`src/cai_pkg.sv`:
```
//==========================================================================
// Package for the calendar alarm interrupt block
//==========================================================================
// Holds register offsets, field layouts, reset values and carrier types.
// Assumes a running time/calendar counter on the same clock feeding BCD.
//
// Contract
// - Second register: exclude, 3-bit tens, 4-bit units
// - Minute register: exclude, 3-bit tens, 4-bit units
// - Hour register: exclude, 2-bit tens, 4-bit units
// - Weekday mode: seven-bit mask, Sunday bit zero
// - Month-day mode: 2-bit tens, 4-bit units BCD
// - Set exclude bit removes that field from comparison
// - All fields excluded: alarm every second
// - Seconds excluded: alarm each matching second
// - Match sets flag; stays until host clears
// - Flag with enable drives interrupt pin low
// - Writing flag zero clears it, releases pin
// - Writing enable zero releases pin regardless
// - Alias locations reach minute, hour, day storage
package cai_pkg;

  //==========================================================================
  // Register offsets (byte addresses)
  //==========================================================================
  localparam logic [7:0] OFS_SECOND    = 8'h00;
  localparam logic [7:0] OFS_MINUTE    = 8'h04;
  localparam logic [7:0] OFS_HOUR      = 8'h08;
  localparam logic [7:0] OFS_DAY       = 8'h0c;
  localparam logic [7:0] OFS_MIN_ALIAS = 8'h10;
  localparam logic [7:0] OFS_HR_ALIAS  = 8'h14;
  localparam logic [7:0] OFS_DAY_ALIAS = 8'h18;
  localparam logic [7:0] OFS_CONTROL   = 8'h1c;
  localparam logic [7:0] OFS_ENABLE    = 8'h20;
  localparam logic [7:0] OFS_FLAG      = 8'h24;

  //==========================================================================
  // Field layout
  //==========================================================================
  localparam int         EXCL_BIT    = 7;
  localparam logic [7:0] SEC_WMASK   = 8'hff;
  localparam logic [7:0] HOUR_WMASK  = 8'hbf;
  localparam logic [6:0] FULL_CMP    = 7'h7f;
  localparam logic [6:0] HOUR_CMP    = 7'h3f;
  localparam logic [6:0] MDAY_CMP    = 7'h3f;

  //==========================================================================
  // Reset values and bus answers
  //==========================================================================
  localparam logic [7:0] ALARM_RESET = 8'h00;
  localparam logic [1:0] RESP_OKAY   = 2'b00;
  localparam logic [1:0] RESP_SLVERR = 2'b10;

  // Running time in BCD, wday one-hot with Sunday in bit 0
  typedef struct packed {
    logic [6:0] sec;
    logic [6:0] min;
    logic [5:0] hour;
    logic [6:0] wday;
    logic [5:0] mday;
  } cai_time_type;

  // Whole state of the block
  typedef struct packed {
    logic [7:0]  second;
    logic [7:0]  minute;
    logic [7:0]  hour;
    logic [7:0]  day;
    logic        day_select_mode;
    logic        alarm_irq_enable;
    logic        alarm_flag;
    logic        irq;
    logic        pin_oe_n;
    logic        aw_full;
    logic        w_full;
    logic [7:0]  awaddr;
    logic [7:0]  wdata;
    logic        wstrb0;
    logic        awready;
    logic        wready;
    logic        bvalid;
    logic [1:0]  bresp;
    logic        arready;
    logic        rvalid;
    logic [31:0] rdata;
    logic [1:0]  rresp;
  } cai_state_type;

endpackage : cai_pkg

```
`src/cai_alarm.sv`:
```
//==========================================================================
// Calendar alarm with AXI4-Lite registers and open-drain interrupt pin
//==========================================================================
// Compares alarm settings with the running time on each second update.
// Assumes time counters and the tick run on I_CLOCK, so no synchroniser.
`timescale 1ns/1ns
module cai_alarm
  import cai_pkg::*;
#(
  parameter int ADDR_W = 8
)
(
  input  wire logic              I_CLOCK,     // 250 MHz clock
  input  wire logic              I_RST_N,     // Sync reset, active low
  input  wire logic              I_SEC_TICK,  // One-second update pulse
  input  wire cai_time_type      I_TIME,      // Current BCD time
  input  wire logic [ADDR_W-1:0] I_AWADDR,    // Write address
  input  wire logic              I_AWVALID,   // Write address valid
  output logic                   O_AWREADY,   // Write address ready
  input  wire logic [31:0]       I_WDATA,     // Write data
  input  wire logic [3:0]        I_WSTRB,     // Write strobes
  input  wire logic              I_WVALID,    // Write data valid
  output logic                   O_WREADY,    // Write data ready
  output logic [1:0]             O_BRESP,     // Write response
  output logic                   O_BVALID,    // Write response valid
  input  wire logic              I_BREADY,    // Write response ready
  input  wire logic [ADDR_W-1:0] I_ARADDR,    // Read address
  input  wire logic              I_ARVALID,   // Read address valid
  output logic                   O_ARREADY,   // Read address ready
  output logic [31:0]            O_RDATA,     // Read data
  output logic [1:0]             O_RRESP,     // Read response
  output logic                   O_RVALID,    // Read data valid
  input  wire logic              I_RREADY,    // Read data ready
  output logic                   O_INT_PIN_O, // Pin level when driven
  output logic                   O_INT_OE_N,  // Pin enable, low drives
  output logic                   O_IRQ        // Level interrupt, high
);

  //==========================================================================
  // Helpers
  //==========================================================================
  // BCD field hit: exclude bit set means the field always agrees
  function automatic logic bcd_hit(input logic [7:0] r,
                                   input logic [6:0] cur,
                                   input logic [6:0] m);
    bcd_hit = r[EXCL_BIT] | ((r[6:0] & m) == (cur & m));
  endfunction : bcd_hit

  // Register read mux; unmapped offsets answer with an error
  function automatic logic [32:0] read_reg(input logic [7:0] a,
                                           input cai_state_type s);
    read_reg = {1'b0, 32'h0};
    if (a == OFS_SECOND)
      read_reg = {1'b0, 24'h0, s.second};
    else if (a == OFS_MINUTE || a == OFS_MIN_ALIAS)
      read_reg = {1'b0, 24'h0, s.minute};
    else if (a == OFS_HOUR || a == OFS_HR_ALIAS)
      read_reg = {1'b0, 24'h0, s.hour};
    else if (a == OFS_DAY || a == OFS_DAY_ALIAS)
      read_reg = {1'b0, 24'h0, s.day};
    else if (a == OFS_CONTROL)
      read_reg = {1'b0, 31'h0, s.day_select_mode};
    else if (a == OFS_ENABLE)
      read_reg = {1'b0, 31'h0, s.alarm_irq_enable};
    else if (a == OFS_FLAG)
      read_reg = {1'b0, 31'h0, s.alarm_flag};
    else
      read_reg = {1'b1, 32'h0};
  endfunction : read_reg

  cai_state_type st;
  cai_state_type next_st;

  //==========================================================================
  // Field comparison
  //==========================================================================
  logic sec_hit;
  logic min_hit;
  logic hour_hit;
  logic day_hit;
  logic all_hit;
  logic [7:0] wr_addr;
  logic wr_go;
  logic [32:0] rd_word;

  // Seconds are seven BCD bits, hours six
  assign sec_hit  = bcd_hit(st.second, I_TIME.sec, FULL_CMP);
  assign min_hit  = bcd_hit(st.minute, I_TIME.min, FULL_CMP);
  assign hour_hit = bcd_hit(st.hour, {1'b0, I_TIME.hour}, HOUR_CMP);
  // Weekday mask hits on any shared day; month day ignores bit 6
  assign day_hit  = st.day[EXCL_BIT] |
                    (st.day_select_mode ?
                     ((st.day[6:0] & MDAY_CMP) ==
                      {1'b0, I_TIME.mday}) :
                     (|(st.day[6:0] & I_TIME.wday)));
  // All excluded gives a hit on every tick
  assign all_hit  = sec_hit & min_hit & hour_hit & day_hit;
  assign wr_addr  = st.awaddr;
  // Write goes ahead once address and data are both held and no write response is pending
  assign wr_go    = st.aw_full & st.w_full & ~st.bvalid;
  assign rd_word  = read_reg(I_ARADDR[7:0], st);

  //==========================================================================
  // Next state
  //==========================================================================
  // Bus slave, register writes, flag and pin in one pass
  always_comb
  begin
    next_st = st;
    // Capture address and data in either order
    if (I_AWVALID && st.awready)
    begin
      next_st.aw_full = 1'b1;
      next_st.awaddr  = I_AWADDR[7:0];
    end
    if (I_WVALID && st.wready)
    begin
      next_st.w_full = 1'b1;
      next_st.wdata  = I_WDATA[7:0];
      next_st.wstrb0 = I_WSTRB[0];
    end
    if (st.bvalid && I_BREADY)
      next_st.bvalid = 1'b0;
    if (wr_go)
    begin
      next_st.aw_full = 1'b0;
      next_st.w_full  = 1'b0;
      next_st.bvalid  = 1'b1;
      next_st.bresp   = RESP_OKAY;
      // Only lane 0 carries register bits; other lanes are ignored
      if (wr_addr == OFS_SECOND)
      begin
        if (st.wstrb0)
          next_st.second = st.wdata & SEC_WMASK;
      end
      else if (wr_addr == OFS_MINUTE || wr_addr == OFS_MIN_ALIAS)
      begin
        if (st.wstrb0)
          next_st.minute = st.wdata & SEC_WMASK;
      end
      else if (wr_addr == OFS_HOUR || wr_addr == OFS_HR_ALIAS)
      begin
        if (st.wstrb0)
          next_st.hour = st.wdata & HOUR_WMASK;
      end
      else if (wr_addr == OFS_DAY || wr_addr == OFS_DAY_ALIAS)
      begin
        if (st.wstrb0)
          next_st.day = st.wdata;
      end
      else if (wr_addr == OFS_CONTROL)
      begin
        if (st.wstrb0)
          next_st.day_select_mode = st.wdata[0];
      end
      else if (wr_addr == OFS_ENABLE)
      begin
        if (st.wstrb0)
          next_st.alarm_irq_enable = st.wdata[0];
      end
      else if (wr_addr == OFS_FLAG)
      begin
        // Writing one leaves the flag alone
        if (st.wstrb0 && !st.wdata[0])
          next_st.alarm_flag = 1'b0;
      end
      else
        next_st.bresp = RESP_SLVERR;
    end
    // A match on the tick wins over a clear in the same cycle
    if (I_SEC_TICK && all_hit)
      next_st.alarm_flag = 1'b1;
    // Read channel: one outstanding read
    if (st.rvalid && I_RREADY)
      next_st.rvalid = 1'b0;
    if (I_ARVALID && st.arready)
    begin
      next_st.rvalid = 1'b1;
      next_st.rdata  = rd_word[31:0];
      next_st.rresp  = rd_word[32] ? RESP_SLVERR : RESP_OKAY;
    end
    next_st.awready = ~next_st.aw_full;
    next_st.wready  = ~next_st.w_full;
    next_st.arready = ~next_st.rvalid;
    // Pin follows flag and enable with no timed release
    next_st.irq      = next_st.alarm_flag & next_st.alarm_irq_enable;
    next_st.pin_oe_n = ~next_st.irq;
  end

  //==========================================================================
  // State register
  //==========================================================================
  // Ready lines come up one cycle after reset release
  always_ff @(posedge I_CLOCK)
  begin
    if (!I_RST_N)
    begin
      st                  <= '0;
      st.second           <= ALARM_RESET;
      st.minute           <= ALARM_RESET;
      st.hour             <= ALARM_RESET;
      st.day              <= ALARM_RESET;
      st.pin_oe_n         <= 1'b1;
    end
    else
      st <= next_st;
  end

  //==========================================================================
  // Outputs
  //==========================================================================
  assign O_AWREADY   = st.awready;
  assign O_WREADY    = st.wready;
  assign O_BVALID    = st.bvalid;
  assign O_BRESP     = st.bresp;
  assign O_ARREADY   = st.arready;
  assign O_RVALID    = st.rvalid;
  assign O_RDATA     = st.rdata;
  assign O_RRESP     = st.rresp;
  assign O_INT_PIN_O = 1'b0;   // Open drain only ever pulls low
  assign O_INT_OE_N  = st.pin_oe_n;
  assign O_IRQ       = st.irq;
endmodule : cai_alarm

```
`config.mk`:
```
export PLATFORM = sky130hd
export DESIGN_NAME = cai_alarm
export DESIGN_NICKNAME = d
export VERILOG_FILES = /design/src/cai_pkg.sv /design/src/cai_alarm.sv
export SDC_FILE = /design/constraint.sdc
export NUM_CORES = 1
export LEC_CHECK = 0
export BUFFER_PORTS_ARGS = -buffer_cell sky130_fd_sc_hd__buf_2
export CORE_ASPECT_RATIO = 0.6
export CORE_MARGIN = 10
export CORE_UTILIZATION = 49
export CTS_CLUSTER_SIZE = 8
export DETAILED_ROUTE_END_ITERATION = 10
export PLACE_DENSITY_LB_ADDON = 0.2
export SYNTH_ARGS = -nofsm -noshare
export SYNTH_HDL_FRONTEND = slang
export SYNTH_SLANG_ARGS = --single-unit
```
`constraint.sdc`:
```
create_clock -name I_CLOCK -period 2.46 [get_ports I_CLOCK]
set_input_delay 0.492 -clock I_CLOCK [delete_from_list [all_inputs] [get_ports I_CLOCK]]
set_output_delay 0.492 -clock I_CLOCK [all_outputs]
set_load 0.02 [all_outputs]
```
==> results of run 1 <==
cells by family (layout without fill, tap and decap cells):
family / Yosys count / after routing / share of synthesized area
multiplexers: 35 / 35 / 0.0999
flip-flops: 70 / 70 / 0.397
AO/OA/AOI/OAI: 68 / 68 / 0.125
buffers and inverters: 61 / 115 / 0.104
AND/OR/NAND/NOR: 148 / 148 / 0.203
XOR/XNOR: 28 / 28 / 0.0694
other: 1 / 27 / 0.00106
per-layer routing:
metal	share of wire	wire length (um)	track usage
met1	0.46	4670	0.239
met2	0.42	4240	0.254
met3	0.10	1040	0.0658
met4	0.012	123	0.0579
met5	0	0	0
path summary, 6_finish.rpt:
| kind | start | to | depth (start not counted) |
|---|---|---|---|
| min | I_WDATA[1] | st[43]$_SDFFE_PN0P_ | 3 |
| min reg2reg | O_RDATA[0]$_SDFFE_PN0P_ | O_RDATA[0]$_SDFFE_PN0P_ | 2 |
| max reg2reg | st[77]$_SDFFE_PN0P_ | O_INT_OE_N$_SDFF_PN1_ | 5 |
| max | st[77]$_SDFFE_PN0P_ | O_INT_OE_N$_SDFF_PN1_ | 5 |
layout by cell type (no fill, tap or decap), types with 4 or more instances in the layout:
master      n
nor2_1     51
clkbuf_16   9
nand2_1    55
buf_4      12
o21ai_0     9
o31ai_1     5
a221oi_1    6
mux2i_1    33
and2_1      6
xnor2_1    11
conb_1     27
a31oi_1    10
nand3b_1    4
dfxtp_1    70
a21oi_1    22
xor2_1     17
buf_2      82
nor4_1      6
per-stage QoR:
| step | hold WS (ps) | cells | area [um2] | setup WS, ps | util |
|---|---|---|---|---|---|
| 3_5_place_dp | 447 | 562 | 3910 | 48.7 | 0.570 |
| 6_report | 394 | 578 | 4260 | 200 | 0.621 |
| 2_1_floorplan | 437 | 437 | 3630 | 232 | - |
| 5_1_grt | 393 | 578 | 4260 | 53.3 | 0.621 |
| 4_1_cts | 385 | 578 | 4260 | 211 | 0.621 |
| 3_3_place_gp | 442 | 562 | 3910 | 49.3 | 0.570 |
sequential cells by signal (all words and copies together), names as in the netlist:
signal	count
O_RRESP	1
wr_addr	8
O_WREADY	1
O_RDATA	8
O_ARREADY	1
O_INT_OE_N	1
O_BRESP	1
O_RVALID	1
O_IRQ	1
st	45
O_AWREADY	1
O_BVALID	1
layout make-up:
| type | instances | area (um2) | area share |
|---|---|---|---|
| Clock buffer | 13 | 260 | 0.0612 |
| Clock inverter | 3 | 90.1 | 0.0212 |
| Inverter | 4 | 15.0 | 0.00353 |
| Multi-Input combinational cell | 306 | 1860 | 0.437 |
| Sequential cell | 70 | 1400 | 0.329 |
| Tap cell | 87 | 109 | 0.0256 |
| Timing Repair Buffer | 95 | 520 | 0.122 |
worst min-delay path: stages:
cell and delay (ps):
buf_2 100, nand2_1 50, a21oi_1 50
power groups by stage:
stage / logic [mW] / clock network (mW) / registers (mW)
after global placement: 0.250 / 0 / 1.22
after detailed placement: 0.254 / 0 / 1.22
final: 0.258 / 1.51 / 1.19
after global routing: 0.285 / 1.58 / 1.20
after floorplan: 0.199 / 0 / 1.21
after CTS: 0.256 / 1.52 / 1.19
==> impl_metrics.csv, run 1 <==
group,metric,value,unit
clock_network,clkTransAtPathRegs,60,ps
power,power,2.96,mW
detailed_routing,vias,3089,
floorplan,die_h,85.8,um
setup_path,criticalPathCategory,"register to register",
logic_synthesis,yosys_most_used_dff,"dfxtp_1",
sta,finalCriticalPeriod,2260,ps
power,power.internal,2.31,mW
sta,fin_skew,7.06,ps
power,combPwrFrac,0.087,
setup_path,arrival,2480,ps
power,seq_power_share,0.403,
global_routing,grt_max_degree,32,
finish,area_growth,20.5,%
power,vdd_ir_drop_max,0.365,mV
setup_path,cpMaxStageDelayCell,"or4b_2",
clock_network,cts_tree,"done",
logic_synthesis,syn_area,0.00353,mm2
finish,nets,579,
setup_path,crit_path_end_kind,"register",
sta,worst_pin_slew,942,ps
sta,drv_slew,0,
logic_synthesis,synth-async-reset-ratio,0,
finish,fillers,619,
finish,antenna_cells,0,
outcome,status,"complete, no violations",
global_routing,gr-total-overflow,0,
sta,rsz0062_at_grt,"false",
detailed_routing,drt_iter0_markers,257,
detailed_routing,routedWlPerCell,17.4,um
clock_network,cts_root_buf,"clkbuf_16",
logic_synthesis,synth_top_area_cell,"dfxtp_1",
logic_synthesis,synth_seq_cells,70,
logic_synthesis,avgSynthCellArea,8.59,um2
logic_synthesis,yosysMostFrequentCell,"dfxtp_1",
power,powerDensity,696,mW/mm2
floorplan,dieArea,0.0111,mm2
floorplan,rows,23,
setup_path,critPathMaxFanout,3,
setup_path,required,2680,ps
setup_path,path_buf_inv,0,
clock_network,clock_latency,340,ps
detailed_routing,drc,0,
power,p_sw_frac,0.222,
logic_synthesis,ys_types,50,
clock_network,clk_path_buf_depth,2,
setup_path,cp_top_family,"simple AND/OR/NAND/NOR gates",
detailed_routing,via_per_inst,5.34,
detailed_routing,drtAntennaViolNets,0,
global_routing,grtUsageTotal,0.177,
sta,setup-tns-final,0,ps
logic_synthesis,ys_seq_area_frac,0.397,
power,p_sw,656,uW
place,gp_congestion,0.867,
global_routing,antenna_found_initial,0,
logic_synthesis,synth_top_area_frac,0.397,
detailed_routing,dr.pass1.iters,5,
job,maxCapViolCount,0,
setup_path,setup.worst_path.start_class,"register",
sta,finalHoldViolations,0,
sta,min_period_over_period,0.919,
setup_path,crit_chain,"xor2_1 > nor4_1 > a31oi_1 > or4b_2 > o21a_1",
logic_synthesis,syn_inst,411,
sta,maxSlewHeadroom,0.368,
setup_path,critPathMaxStageDelay,780,ps
global_routing,grt_pass1_vias,2926,
logic_synthesis,yosys_warnings,0,
detailed_routing,drt_wl_total,10.1,mm
finish,drive_gt1_frac,0.246,
clock_network,numCtsBuffers,9,
clock_network,clkSinkCount,70,
setup_path,rrSetupSlack,200,ps
floorplan,ios,137,
worst_hold_path,hold_class,"input port to register",
floorplan,core_region_area,0.00685,mm2
clock_network,post_cts_buffers,0,
logic_synthesis,synth_commonest_cells,"70 x dfxtp_1, 55 x nand2_1, 51 x nor2_1",
floorplan,die_width,130,um
power,p_clk_frac,0.509,
clock_network,cts_resized,0,
floorplan,start_util,0.516,
logic_synthesis,yosys-top-cells-area,"dfxtp_1 40%, mux2i_1 9.4%, buf_4 7.9%",
clock_network,postCtsHoldBufs,0,
place,port_buffers,82,
clock_network,htreeDepth,3,
place,hpwl,7.80,mm
power,p_leak,1.79,nW
logic_synthesis,synth_edf_count,0,
global_routing,grt_pass1_wl,15.5,mm
sta,setup_viol_count_final,0,
sta,clock.fmax,443,MHz
Note: power is estimated with default switching activity, not from simulation.
==> run 2: changes to the inputs <==
- CORE_UTILIZATION: 49 -> 51
- CTS_BUF_LIST: unset -> sky130_fd_sc_hd__clkbuf_4 sky130_fd_sc_hd__clkbuf_8
==> impl_metrics.csv, run 2 (same netlist as run 1, synthesis figures left out) <==
group,metric,value,unit
sta,setup_viol_count_final,0,
place,dpl-instance-area,0.00389,mm2
clock_network,cts_root_buf,"clkbuf_8",
detailed_routing,drt_wl_total,9.67,mm
finish,seq_area,0.00140,mm2
clock_network,numCtsBuffers,9,
sta,fin_skew,6.09,ps
sta,finalCriticalPeriod,2250,ps
setup_path,path_buf_inv,1,
finish,utilization,0.616,
finish,area_growth,16.9,%
floorplan,start_util,0.527,
sta,finalHoldViolations,0,
detailed_routing,routedWlPerCell,16.9,um
worst_hold_path,hp-start,"I_AWADDR[7]",
place,gp_congestion,0.899,
global_routing,antenna_found_initial,0,
detailed_routing,via_per_inst,5.33,
clock_network,clkTransAtPathRegs,70,ps
finish,drive_gt1_frac,0.244,
finish,nets,575,
clock_network,postCtsHoldBufs,0,
sta,maxSlewHeadroom,0.603,
sta,clock.fmax,445,MHz
floorplan,die_width,127,um
power,powerDensity,622,mW/mm2
setup_path,cpMaxStageDelayCell,"or4_1",
global_routing,grt_pass1_vias,2890,
setup_path,crit_path_end_kind,"register",
sta,drv_slew,0,
clock_network,cts_resized,0,
worst_hold_path,hold_class,"input port to register",
global_routing,grt_max_degree,58,
setup_path,required,2690,ps
floorplan,core_region_area,0.00671,mm2
place,place_ws,123,ps
place,port_buffers,82,
floorplan,ios,137,
sta,worst_pin_slew,593,ps
floorplan,dieArea,0.0108,mm2
sta,min_period_over_period,0.913,
setup_path,r2r-start,"wr_addr[0]$_SDFFE_PN0P_",
clock_network,clk_path_buf_depth,2,
clock_network,post_cts_buffers,0,
setup_path,cp_top_family,"simple AND/OR/NAND/NOR gates",
global_routing,gr-total-overflow,0,
clock_network,clock_latency,350,ps
sta,rsz0062_at_grt,"false",
floorplan,rows,23,
setup_path,critPathMaxFanout,8,
detailed_routing,drtAntennaViolNets,0,
detailed_routing,dr.pass1.iters,5,
job,maxCapViolCount,0,
finish,fillers,609,
power,vdd_ir_drop_max,0.419,mV
detailed_routing,drc,0,
finish,largest_register,"st",
outcome,status,"complete, no violations",
setup_path,criticalPathCategory,"register to register",
finish,antenna_cells,0,
global_routing,grtUsageTotal,0.174,
detailed_routing,vias,3057,
detailed_routing,drt_iter0_markers,297,
finish,largest_register_ffs,45,
setup_path,critPathMaxStageDelay,560,ps
setup_path,arrival,2470,ps
sta,setup_slack,213,ps
setup_path,worst_setup_path_startpoint,"wr_addr[0]$_SDFFE_PN0P_",
finish,multi_input_area,0.00186,mm2
finish,final_common_cell,"buf_2",
clock_network,htreeDepth,3,
power,p_leak,1.73,nW
global_routing,grt_pass1_wl,15.0,mm
setup_path,crit_chain,"or4_4 > or4_1 > nor4_4 > buf_4 > mux2i_1 > nor2_1",
sta,setup-tns-final,0,ps
finish,final_cell_area,0.00413,mm2
place,hpwl,7.53,mm
finish,final_cell_mix,"82 x buf_2, 70 x dfxtp_1, 55 x nand2_1",
clock_network,clkSinkCount,70,
clock_network,cts_tree,"done",
setup_path,setup.worst_path.start_class,"register",
floorplan,die_h,84.5,um
-- run 2: path summary, 6_finish.rpt --
check	slack (ps)	cells past startpoint	end
worst max-delay path	210	6	st[94]$_SDFFE_PN0P_
worst max register to register	210	6	st[94]$_SDFFE_PN0P_
worst min register to register	460	2	O_RDATA[0]$_SDFFE_PN0P_
worst min-delay path	370	3	wr_addr[7]$_SDFFE_PN0P_
-- run 2: metal layers --
layer  GRT usage  vias to the layer above  routed length, um
met1       0.234                     1419               4510
met5           0                        -                  0
li1            -                     1507                  -
met2       0.246                      120               4060
met3      0.0778                       11               1030
met4      0.0433                        0                 82
-- run 2: cell type report --
class                           instances  area share
Clock buffer                           12      0.0355
Timing Repair Buffer                   91       0.122
Multi-Input combinational cell        306       0.450
Sequential cell                        70       0.339
Inverter                                4     0.00364
Tap cell                               87      0.0264
Clock inverter                          4      0.0230
-- run 2: through the flow --
step	std cells	power [mW]	hold slack [ps]
after floorplan	437	1.41	437
after global placement	558	1.46	444
after detailed placement	558	1.47	449
after CTS	574	2.58	355
after global routing	574	2.67	360
final	574	2.57	373
-- run 2: report_power, final --
part | switching [mW] | total (mW) | internal (mW)
sequential | 0.0329 | 1.19 | 1.16
clock | 0.418 | 1.12 | 0.706
combinational | 0.159 | 0.253 | 0.0939
total | 0.610 | 2.57 | 1.96
-- run 2: worst register-to-register path: cells and delay by family (launching register included) --
| family | cells | cell delay (ps) |
|---|---|---|
| and+or+nand+nor | 4 | 1340 |
| muxes | 1 | 210 |
| buffers and inverters | 1 | 240 |
| DFF | 1 | 330 |
